## src/shared/pcsr_defines.vh

```
`ifndef PCSR_DEFINES_VH
`define PCSR_DEFINES_VH
// ============================================================
// Management frame and register map
// ============================================================
`define PCSR_REG_CONFIG 5'h10 // Configuration register address
`define PCSR_REG_STATUS 5'h11 // Live status register address
`define PCSR_PREAMBLE_ONES 6'h20 // Ones needed before a start
`define PCSR_START_CODE 2'h1 // Start of frame pattern
`define PCSR_OP_READ 2'h2 // Read opcode
`define PCSR_OP_WRITE 2'h1 // Write opcode
`define PCSR_HDR_BITS 4'hD // Header bit index of last bit
`define PCSR_DATA_BITS 5'h10 // Data bits per frame
// ============================================================
// Configuration register fields
// ============================================================
`define PCSR_CFG_FORCE_LINK 14 // Force link pass
`define PCSR_CFG_TX_DISABLE 13 // Disable line transmitter
`define PCSR_CFG_BYPASS_SCR 12 // Bypass scrambler and descrambler
`define PCSR_CFG_JABBER_DIS 10 // Disable jabber correction
`define PCSR_CFG_HEARTBEAT 9 // Heartbeat enable
`define PCSR_CFG_LOOPBACK_DIS 8 // Disable half-duplex loopback
`define PCSR_CFG_CRS_SELECT 7 // Carrier sense extension
`define PCSR_CFG_SLEEP_EN 6 // Sleep mode enable
`define PCSR_CFG_PREAMBLE_EN 5 // Receive preamble enable
`define PCSR_CFG_SLEEP_HI 4 // Sleep timer field, upper bit
`define PCSR_CFG_SLEEP_LO 3 // Sleep timer field, lower bit
`define PCSR_CFG_FEFI_EN 2 // Far-end fault enable
`define PCSR_CFG_ALT_NP 1 // Alternate next page feature
`define PCSR_CFG_FIBER 0 // Fiber select
`define PCSR_CFG_RESET 16'h0084 // Reset value before straps
// ============================================================
// Live status register fields
// ============================================================
`define PCSR_ST_SPEED_100 14 // 100BASE-TX mode
`define PCSR_ST_TX_ACTIVE 13 // Transmitting a packet
`define PCSR_ST_RX_ACTIVE 12 // Receiving a packet
`define PCSR_ST_COLLISION 11 // Collision occurring
`define PCSR_ST_LINK_UP 10 // Link up
`define PCSR_ST_FULL_DUPLEX 9 // Full duplex
`define PCSR_ST_AUTONEG 8 // Auto-negotiation mode
`define PCSR_ST_AN_DONE 7 // Auto-negotiation complete
`define PCSR_ST_POLARITY 5 // Polarity reversed
`define PCSR_ST_PAUSE 4 // Pause capable
`define PCSR_ST_ERROR 3 // Error occurred
// ============================================================
// Timing
// ============================================================
`define PCSR_CLK_KHZ 100000 // Core clock rate in kHz
`define PCSR_SLEEP_T0_MS 3040 // Sleep timer code 00, in ms
`define PCSR_SLEEP_T1_MS 2000 // Sleep timer code 01, in ms
`define PCSR_SLEEP_T2_MS 1040 // Sleep timer code 10, in ms
`define PCSR_STRAP_LOAD 2'h2 // Cycle after release straps load
`endif

```

## src/core/pcsr_regs.v

```verilog
`timescale 1ns/1ns
`include "pcsr_defines.vh"
// ============================================================
// Configuration and live status registers behind management port
// ============================================================
module pcsr_regs
#(
    parameter SLEEP_T0_CYCLES = 32'd304000000, // Code 00 idle cycles
    parameter SLEEP_T1_CYCLES = 32'd200000000, // Code 01 idle cycles
    parameter SLEEP_T2_CYCLES = 32'd104000000 // Code 10 idle cycles
)
(
    input wire clk, // Core clock, 100 MHz
    input wire reset_n, // Async reset, active low
    input wire mdc, // Management clock pin
    input wire mdio_in, // Management data pin, input
    output reg mdio_out, // Management data pin, output
    output reg mdio_oe, // Management data pin, drive enable
    input wire [4:0] phy_address, // Address strap pins
    input wire sleep_strap, // Sleep default strap pin
    input wire media_select_strap, // Fiber default strap pin
    input wire speed_100, // Operating in 100BASE-TX
    input wire tx_active, // Transmitting a packet
    input wire rx_active, // Receiving a packet
    input wire collision, // Collision occurring
    input wire link_up, // Link is up
    input wire full_duplex, // Full duplex operation
    input wire autoneg_mode, // Auto-negotiation mode
    input wire autoneg_complete, // Negotiation completion bit
    input wire polarity_reversed, // Receive polarity reversed
    input wire pause_capable, // Device pause capable
    input wire error_seen, // Error condition occurred
    input wire link_integrity_ok, // Normal link detection result
    input wire line_idle, // No line activity
    input wire page_received_event, // New page received pulse
    input wire mr_page_rx, // Negotiation page-received variable
    input wire page_reg_read, // Page flag register read pulse
    output reg link_pass, // Link treated as passing
    output reg tp_tx_disable, // Line transmitter off
    output reg scrambler_bypass, // Bypass scrambler and descrambler
    output reg jabber_disable, // Jabber correction off
    output reg heartbeat_run, // Heartbeat function active
    output reg tp_loopback_enable, // Half-duplex loopback active
    output reg crs_extend, // Hold CRS until RX_DV falls
    output reg sleep_enable, // Sleep mode allowed
    output reg rx_dv_on_crs, // RX_DV with CRS, preamble on RXD
    output reg fefi_enable, // Far-end fault transmission on
    output reg alt_next_page, // Alternate next-page feature on
    output reg fiber_mode, // Fiber media selected
    output wire sleep_request, // Idle long enough to sleep
    output reg page_received_flag // Latched page received
);
    // ========================================================
    // Frame states
    // ========================================================
    localparam ST_PRE = 2'h0; // Counting preamble ones
    localparam ST_HDR = 2'h1; // Start, opcode, addresses
    localparam ST_TA = 2'h2; // Turnaround
    localparam ST_DATA = 2'h3; // Sixteen data bits

    wire [8:0] pins_s; // Synchronised pins
    wire mdc_s; // Synchronised management clock
    wire mdio_s; // Synchronised management data
    wire [4:0] addr_s; // Synchronised address strap
    wire sleep_strap_s; // Synchronised sleep strap
    wire media_strap_s; // Synchronised media strap
    reg mdc_d; // Delayed clock for edge detect
    wire mdc_rise; // Management clock rising edge
    reg [1:0] state; // Frame state
    reg [5:0] ones; // Preamble ones counted
    reg [3:0] hcnt; // Header bit counter
    reg [4:0] dcnt; // Data bit counter
    reg [12:0] hdr; // Header bits so far
    reg [15:0] shreg; // Data shift register
    reg is_read; // Frame is a read
    reg ta_seen; // First turnaround bit passed
    reg [4:0] reg_addr; // Addressed register
    reg [15:0] cfg; // Configuration register
    reg [1:0] strap_cnt; // Cycles since reset release
    wire [13:0] hdr_full; // Complete header
    wire ten_t; // 10BASE-T operation
    wire page_clear; // Page flag clear condition

    // ========================================================
    // Pin synchronisation and edge detect
    // ========================================================
    pcsr_sync #(.WIDTH(9)) u_sync
    (
        .clk(clk),
        .reset_n(reset_n),
        .d({mdc, mdio_in, phy_address, sleep_strap, media_select_strap}),
        .q(pins_s)
    );

    assign mdc_s = pins_s[8];
    assign mdio_s = pins_s[7];
    assign addr_s = pins_s[6:2];
    assign sleep_strap_s = pins_s[1];
    assign media_strap_s = pins_s[0];
    assign mdc_rise = mdc_s & ~mdc_d;
    assign hdr_full = {hdr, mdio_s};

    // Previous synchronised clock level
    always @(posedge clk or negedge reset_n)
    begin
        if (!reset_n)
            mdc_d <= 1'b0;
        else
            mdc_d <= mdc_s;
    end

    // ========================================================
    // Live status assembly, reserved bits zero
    // ========================================================
    function [15:0] status_word;
        input dummy; // Unused, keeps function legal
        begin
            status_word = 16'h0000;
            status_word[`PCSR_ST_SPEED_100] = speed_100;
            status_word[`PCSR_ST_TX_ACTIVE] = tx_active;
            status_word[`PCSR_ST_RX_ACTIVE] = rx_active;
            status_word[`PCSR_ST_COLLISION] = collision;
            status_word[`PCSR_ST_LINK_UP] = link_up;
            status_word[`PCSR_ST_FULL_DUPLEX] = full_duplex;
            status_word[`PCSR_ST_AUTONEG] = autoneg_mode;
            status_word[`PCSR_ST_AN_DONE] = autoneg_complete;
            status_word[`PCSR_ST_POLARITY] = polarity_reversed;
            status_word[`PCSR_ST_PAUSE] = pause_capable;
            status_word[`PCSR_ST_ERROR] = error_seen;
        end
    endfunction

    // Read data by register address
    function [15:0] read_word;
        input [4:0] addr; // Register address
        begin
            if (addr == `PCSR_REG_CONFIG)
                read_word = cfg;
            else if (addr == `PCSR_REG_STATUS)
                read_word = status_word(1'b0); // Sampled live
            else
                read_word = 16'h0000;
        end
    endfunction

    // ========================================================
    // Management frame engine
    // ========================================================
    // Data changes and samples on synchronised rising MDC edges
    always @(posedge clk or negedge reset_n)
    begin
        if (!reset_n)
        begin
            state <= ST_PRE;
            ones <= 6'h00;
            hcnt <= 4'h0;
            dcnt <= 5'h00;
            hdr <= 13'h0000;
            shreg <= 16'h0000;
            is_read <= 1'b0;
            ta_seen <= 1'b0;
            reg_addr <= 5'h00;
            mdio_out <= 1'b0;
            mdio_oe <= 1'b0;
        end
        else if (mdc_rise)
        begin
            case (state)
                ST_PRE:
                begin
                    // Look for enough ones, then the first start bit
                    if (mdio_s)
                    begin
                        if (ones != `PCSR_PREAMBLE_ONES)
                            ones <= ones + 6'h01;
                    end
                    else if (ones == `PCSR_PREAMBLE_ONES)
                    begin
                        state <= ST_HDR;
                        hdr <= 13'h0000;
                        hcnt <= 4'h1;
                        ones <= 6'h00;
                    end
                    else
                        ones <= 6'h00;
                end
                ST_HDR:
                begin
                    hdr <= hdr_full[12:0];
                    hcnt <= hcnt + 4'h1;
                    // Last header bit: check start, opcode, address
                    if (hcnt == `PCSR_HDR_BITS)
                    begin
                        reg_addr <= hdr_full[4:0];
                        ta_seen <= 1'b0;
                        if (hdr_full[13:12] != `PCSR_START_CODE ||
                            hdr_full[9:5] != addr_s)
                            state <= ST_PRE;
                        else if (hdr_full[11:10] == `PCSR_OP_READ)
                        begin
                            state <= ST_TA;
                            is_read <= 1'b1;
                            shreg <= read_word(hdr_full[4:0]);
                        end
                        else if (hdr_full[11:10] == `PCSR_OP_WRITE)
                        begin
                            state <= ST_TA;
                            is_read <= 1'b0;
                        end
                        else
                            state <= ST_PRE;
                    end
                end
                ST_TA:
                begin
                    dcnt <= 5'h00;
                    if (is_read)
                    begin
                        // Drive the second turnaround bit low
                        mdio_oe <= 1'b1;
                        mdio_out <= 1'b0;
                        state <= ST_DATA;
                    end
                    else if (ta_seen)
                        state <= ST_DATA;
                    else
                        ta_seen <= 1'b1;
                end
                ST_DATA:
                begin
                    if (is_read)
                    begin
                        // Shift out, release after last bit sampled
                        if (dcnt == `PCSR_DATA_BITS)
                        begin
                            mdio_oe <= 1'b0;
                            mdio_out <= 1'b0;
                            state <= ST_PRE;
                        end
                        else
                        begin
                            mdio_out <= shreg[15];
                            shreg <= {shreg[14:0], 1'b0};
                            dcnt <= dcnt + 5'h01;
                        end
                    end
                    else
                    begin
                        // Shift in write data
                        shreg <= {shreg[14:0], mdio_s};
                        dcnt <= dcnt + 5'h01;
                        if (dcnt == `PCSR_DATA_BITS - 5'h01)
                            state <= ST_PRE;
                    end
                end
                default:
                begin
                    state <= ST_PRE;
                    mdio_oe <= 1'b0;
                end
            endcase
        end
    end

    // ========================================================
    // Configuration register
    // ========================================================
    // Straps load after synchronisers settle; writes store all bits
    always @(posedge clk or negedge reset_n)
    begin
        if (!reset_n)
        begin
            cfg <= `PCSR_CFG_RESET;
            strap_cnt <= 2'h0;
        end
        else
        begin
            if (strap_cnt != 2'h3)
                strap_cnt <= strap_cnt + 2'h1;
            if (strap_cnt == `PCSR_STRAP_LOAD)
            begin
                cfg[`PCSR_CFG_SLEEP_EN] <= sleep_strap_s;
                cfg[`PCSR_CFG_FIBER] <= media_strap_s;
            end
            else if (mdc_rise && state == ST_DATA && !is_read &&
                     dcnt == `PCSR_DATA_BITS - 5'h01 &&
                     reg_addr == `PCSR_REG_CONFIG)
                cfg <= {shreg[14:0], mdio_s};
        end
    end

    // ========================================================
    // Control outputs derived from configuration and mode
    // ========================================================
    assign ten_t = ~speed_100 & ~cfg[`PCSR_CFG_FIBER];

    // Registered controls steering the transceiver
    always @(posedge clk or negedge reset_n)
    begin
        if (!reset_n)
        begin
            link_pass <= 1'b0;
            tp_tx_disable <= 1'b0;
            scrambler_bypass <= 1'b0;
            jabber_disable <= 1'b0;
            heartbeat_run <= 1'b0;
            tp_loopback_enable <= 1'b0;
            crs_extend <= 1'b0;
            sleep_enable <= 1'b0;
            rx_dv_on_crs <= 1'b0;
            fefi_enable <= 1'b0;
            alt_next_page <= 1'b0;
            fiber_mode <= 1'b0;
        end
        else
        begin
            link_pass <= cfg[`PCSR_CFG_FORCE_LINK] | link_integrity_ok;
            tp_tx_disable <= cfg[`PCSR_CFG_TX_DISABLE];
            scrambler_bypass <= cfg[`PCSR_CFG_BYPASS_SCR] & speed_100;
            jabber_disable <= cfg[`PCSR_CFG_JABBER_DIS] & ten_t;
            heartbeat_run <= cfg[`PCSR_CFG_HEARTBEAT] & ten_t;
            // Loopback only in 10BASE-T half duplex unless disabled
            tp_loopback_enable <= ten_t & ~full_duplex &
                                  ~cfg[`PCSR_CFG_LOOPBACK_DIS];
            crs_extend <= cfg[`PCSR_CFG_CRS_SELECT] & ten_t;
            sleep_enable <= cfg[`PCSR_CFG_SLEEP_EN];
            rx_dv_on_crs <= cfg[`PCSR_CFG_PREAMBLE_EN];
            fefi_enable <= cfg[`PCSR_CFG_FEFI_EN];
            alt_next_page <= cfg[`PCSR_CFG_ALT_NP];
            fiber_mode <= cfg[`PCSR_CFG_FIBER];
        end
    end

    // ========================================================
    // Sleep timer
    // ========================================================
    pcsr_idle_timer
    #(
        .T0_CYCLES(SLEEP_T0_CYCLES),
        .T1_CYCLES(SLEEP_T1_CYCLES),
        .T2_CYCLES(SLEEP_T2_CYCLES)
    )
    u_idle
    (
        .clk(clk),
        .reset_n(reset_n),
        .enable(cfg[`PCSR_CFG_SLEEP_EN]),
        .idle(line_idle),
        .sel(cfg[`PCSR_CFG_SLEEP_HI:`PCSR_CFG_SLEEP_LO]),
        .sleep_req(sleep_request)
    );

    // ========================================================
    // Latched page received flag
    // ========================================================
    // Alternate mode adds clears; a new page wins over any clear
    assign page_clear = page_reg_read |
                        (cfg[`PCSR_CFG_ALT_NP] &
                         (~mr_page_rx | cfg[`PCSR_CFG_TX_DISABLE]));

    always @(posedge clk or negedge reset_n)
    begin
        if (!reset_n)
            page_received_flag <= 1'b0;
        else if (page_received_event)
            page_received_flag <= 1'b1;
        else if (page_clear)
            page_received_flag <= 1'b0;
    end
endmodule // pcsr_regs

```

## src/core/pcsr_sync.v

```verilog
`timescale 1ns/1ns
// ============================================================
// Two-flop synchroniser for pin inputs
// ============================================================
module pcsr_sync
#(
    parameter WIDTH = 1 // Number of bits
)
(
    input wire clk, // Core clock
    input wire reset_n, // Async reset, active low
    input wire [WIDTH-1:0] d, // Asynchronous input
    output reg [WIDTH-1:0] q // Synchronised output
);
    reg [WIDTH-1:0] meta; // First stage, read only by q

    // Two stages, second is the only reader of the first
    always @(posedge clk or negedge reset_n)
    begin
        if (!reset_n)
        begin
            meta <= {WIDTH{1'b0}};
            q <= {WIDTH{1'b0}};
        end
        else
        begin
            meta <= d;
            q <= meta;
        end
    end
endmodule // pcsr_sync

```

## src/core/pcsr_idle_timer.v

```verilog
`timescale 1ns/1ns
// ============================================================
// Idle timer that requests sleep
// ============================================================
module pcsr_idle_timer
#(
    parameter T0_CYCLES = 32'd304000000, // Code 00 idle time
    parameter T1_CYCLES = 32'd200000000, // Code 01 idle time
    parameter T2_CYCLES = 32'd104000000 // Code 10 idle time
)
(
    input wire clk, // Core clock
    input wire reset_n, // Async reset, active low
    input wire enable, // Sleep allowed
    input wire idle, // Line is idle
    input wire [1:0] sel, // Sleep timer code
    output reg sleep_req // Idle long enough, sleep
);
    reg [31:0] count; // Idle cycles so far
    reg [31:0] limit; // Selected idle time

    // Code to cycle count; undefined code 11 takes the longest time
    always @*
    begin
        case (sel)
            2'h1: limit = T1_CYCLES;
            2'h2: limit = T2_CYCLES;
            default: limit = T0_CYCLES;
        endcase
    end

    // Count idle time, restart on activity or disable
    always @(posedge clk or negedge reset_n)
    begin
        if (!reset_n)
        begin
            count <= 32'h00000000;
            sleep_req <= 1'b0;
        end
        else if (!enable || !idle)
        begin
            count <= 32'h00000000;
            sleep_req <= 1'b0;
        end
        else if (count + 32'h00000001 >= limit)
        begin
            sleep_req <= 1'b1;
        end
        else
        begin
            count <= count + 32'h00000001;
        end
    end
endmodule // pcsr_idle_timer

```

## config.mk

```make
export PLATFORM = sky130hd
export DESIGN_NAME = pcsr_regs
export DESIGN_NICKNAME = d
export VERILOG_FILES = /design/src/core/pcsr_regs.v /design/src/core/pcsr_sync.v /design/src/core/pcsr_idle_timer.v
export VERILOG_INCLUDE_DIRS = /design/src /design/src/shared
export SDC_FILE = /design/constraint.sdc
export NUM_CORES = 1
export LEC_CHECK = 0
export BUFFER_PORTS_ARGS = -buffer_cell sky130_fd_sc_hd__buf_4
export CAP_MARGIN = 20
export CORE_UTILIZATION = 61
export DETAILED_ROUTE_END_ITERATION = 6
export PLACE_DENSITY = 0.77
export RECOVER_POWER = 100
export SYNTH_ARGS = -nofsm -noshare
export SYNTH_HDL_FRONTEND = slang
export SYNTH_SLANG_ARGS = --single-unit
```

## constraint.sdc

```tcl
create_clock -name clk -period 5.8 [get_ports clk]
set_clock_uncertainty 0.05 [all_clocks]
set_input_delay 0.29 -clock clk [delete_from_list [all_inputs] [get_ports clk]]
set_output_delay 0.29 -clock clk [all_outputs]
set_load 0.005 [all_outputs]
```

==> results.sh <==
export IMPL_status="finished, violations left"
export IMPL_failed_checks="capacitance limit, slew limit"
export IMPL_pwr_density_cell_nw_per_um2=258
export IMPL_detail_route_wirelength_microns=15200
export IMPL_setup_worst_path_end_class="flop"
export IMPL_die_y_microns=110
export IMPL_maxSlewViolCount=115
export IMPL_avg_wl_per_cell_microns=16.9
export IMPL_floorplan_initialDensity_pct=63.9
export IMPL_setup_worst_path_start="u_idle.count[0]"
export IMPL_worst_r2r_startpoint="u_idle.count[0]"
export IMPL_syn_avg_cell_area_sq_um=10.1
export IMPL_share_of_async_settable_or_async_resettable_flops_after_synthesis_pct=100
export IMPL_post_dp_hpwl_microns=9930
export IMPL_reg2reg_setup_slack_ps=570
export IMPL_worstPathMaxFanout=20
export IMPL_synthesis_nets=758
export IMPL_io_buffers=42
export IMPL_ys_seq_area_share_pct=48.8
export IMPL_irDropWorstVdd_v=0.000245
export IMPL_gr_total_overflow=0
export IMPL_insertedDiodeCount=0
export IMPL_clockRootBuffer="clkbuf_16"
export IMPL_numnets_final=802
export IMPL_r2r_cells=15
export IMPL_max_freq_mhz=191
export IMPL_first_global_vias=5347
export IMPL_routed_via_density=6.12
export IMPL_timing_critical_path_slowest_cell_delay_ps=880
export IMPL_ys_top_cells_by_area="dfrtp_1 (48%), ha_1 (5.1%), a21oi_1 (4.5%)"
export IMPL_number_of_buffers_added_by_the_clock_tree_synthesis_step=17
export IMPL_crit_reg2reg_capture="u_idle.count[31]"
export IMPL_core_area_sq_um=11100
export IMPL_clk_pin_slew_ps=60
export IMPL_vias=5492
export IMPL_final_ant_viol_nets=0
export IMPL_timing_critical_path_buf_inv=1
export IMPL_flow_area_growth_from_synthesis_pct=14.2
export IMPL_hold_path_class="in -> reg"
export IMPL_gr_usage_met2_pct=45.2
export IMPL_die_width_microns=110
export IMPL_grt_antenna_before_repair=0
export IMPL_timing_critical_path_required_ps=6110
export IMPL_grt_util_all_layers_pct=27.7
export IMPL_top_level_ports=43
export IMPL_worst_slew_pin_transition_ps=4390
export IMPL_drt_first_iter_violations=374
export IMPL_synthDominantAreaCellType="dfrtp_1"
export IMPL_synth_main_ff_cell="dfrtp_1"
export IMPL_drive_above_1_share_pct=14.1
export IMPL_drc=0
export IMPL_fillers=762
export IMPL_sequential_cell_area_sq_um=3460
export IMPL_worst_path_dominant_cell_family="simple AND/OR/NAND/NOR gates"
export IMPL_synth_edff_count=0
export IMPL_unique_masters_post_synth=62
export IMPL_ys_seq_elements=138
export IMPL_total_leakage_power_uw=0.00351
export IMPL_drv_max_cap_violation_count=2
export IMPL_setup_tns_final_ps=0
export IMPL_floorplan_die_area_sq_um=12000
export IMPL_timing_hold_violations_final=0
export IMPL_ys_warnings_count=0
export IMPL_timing_final_setup_violations=0
export IMPL_rsz_0062_raised_after_global_routing="no"
export IMPL_netlist_instances=702
export IMPL_critical_path_class="reg -> reg"
export IMPL_grt_start_max_net_pins=84
export IMPL_timing_slew_headroom_pct=-192
export IMPL_cts_tree="done"
export IMPL_synth_top_cell_area_share_pct=48.1
export IMPL_netlist_area_sq_um=7080
export IMPL_cp_slowest_cell="a2111oi_4"
export IMPL_cts_buffer_depth=2
export IMPL_multiInputGateArea_sq_um=3340
export IMPL_grt_util_met1_pct=36.9
export IMPL_drt_pass1_iter_count=5
export IMPL_worst_ep_arrival_time_ps=5540
export IMPL_grt_pass1_wl_microns=25600
export IMPL_rows=38
export IMPL_dp_cells=855
export IMPL_clock_latency_ps=420
export IMPL_htree_levels=4
export IMPL_grt_util_met3_pct=6.11
export IMPL_minimum_period_implied_by_the_final_worst_setup_slack_ps=5230
export IMPL_synthMostInstantiatedCell="dfrtp_1"
export IMPL_post_route_period_util_pct=90.2
export IMPL_timing_hold_worst_endpoint="link_pass"
export IMPL_critical_path_startpoint_type="flop"
export IMPL_worstHoldPathCells=2
export IMPL_synth_common_cells="dfrtp_1 (136), a21oi_1 (63), nand2_1 (62)"
export IMPL_top_usage_layer="met2"
export IMPL_crit_chain="ha_1 -> nand3_2 -> nor4_4 -> nand3_1 -> nor3_4 -> nand3_1 -> or2_0 -> xnor2_1 -> ha_1 -> nand4_1 -> or4_4 -> a2111oi_4 -> buf_4 -> or2_1 -> and3_1"
export IMPL_instances_no_fill=898
export IMPL_place_gp_congestion=0.879
export IMPL_worstHoldStart="link_integrity_ok"
export IMPL_cts_sinks=138
## power by group
group	switching (uW)	leakage [uW]	internal [uW]
Clock	391	0.000277	637
Combinational	38.3	0.00144	29.3
Sequential	12.0	0.00179	977
Total	441	0.00351	1640
## state kept, by name, indices dropped and copies added (netlist names), 2 cells and up, named ones only
register / count
cfg: 16
dcnt: 5
hcnt: 4
hdr: 13
ones: 6
reg_addr: 5
shreg: 16
strap_cnt: 2
u_idle.count: 32
u_sync.meta: 9
u_sync.q: 9
## final cells by class
class	count	area share [%]
clock inverter	9	1.22
timing repair buffer	60	5.71
inverter	26	1.21
sequential	138	42.7
tap	140	2.17
multi-input combinational	503	41.3
clock buffer	22	5.62
## placed cells by master, fill, tap and decap left out, types with 20 or more instances in the layout
master    netlist  routed
dfrtp_1       136     136
mux2_2         20      20
inv_1          26      26
a21oi_1        63      63
clkbuf_4        0      23
ha_1           29      29
nand3_1        27      28
o31ai_1        27      27
o21ai_0        39      40
nor3_1         24      23
nand2_1        62      62
buf_4           0      20
or4_1          21      21
xnor2_1        20      20
nor2_1         41      41
## kinds of logic (layout without fill, tap and decap cells)
group,count (synthesis),after routing,share of synthesized area [%]
xor+xnor,27,27,3.34
buf+inv,61,117,3.94
compound gates,169,169,15.0
flops,138,138,48.8
mux,34,34,5.16
simple gates,244,244,18.6
fa+ha+maj,29,29,5.12
## worst reg2reg max path: cells and delay by family (launching register included)
| kind | cells | cell delay, ps |
|---|---|---|
| flip-flops | 1 | 420 |
| adder cells (fa/ha/maj) | 2 | 590 |
| AO/OA/AOI/OAI | 1 | 880 |
| AND/OR/NAND/NOR | 10 | 2730 |
| XOR/XNOR | 1 | 170 |
| buffers and inverters | 1 | 360 |
## layer usage
metal	part of all wire (%)	routed length, microns
met2	50	7600
met5	0	0
met4	1.1	164
met1	46	6970
met3	2.9	443
## per-stage QoR
step	total power [uW]	utilization [%]	setup slack, ps	cell area [sq um]	hold slack [ps]
2_1_floorplan	1020	-	1610	7080	-55.6
3_3_place_gp	1070	67.2	959	7440	283
3_5_place_dp	1070	67.2	795	7440	285
4_1_cts	2100	73.3	749	8120	0.742
5_1_grt	2160	73.0	157	8080	5.77
6_report	2080	73.0	566	8080	14.3
## worst max path at each step
stage / end / slack, ps / depth (start not counted)
after global placement: u_idle.count[31] / 960 / 15
after floorplan: u_idle.count[17] / 1610 / 18
after detailed placement: u_idle.count[31] / 800 / 15
after global routing: u_idle.count[29] / 160 / 15
after CTS: u_idle.count[29] / 750 / 15
final: u_idle.count[31] / 570 / 15
## repair_timing
action,in CTS,in global routing
buffers inserted,0,0
resized for setup,0,0
hold endpoints to repair,93,0
hold buffers,12,0
Note: power is estimated with default switching activity, not from simulation.
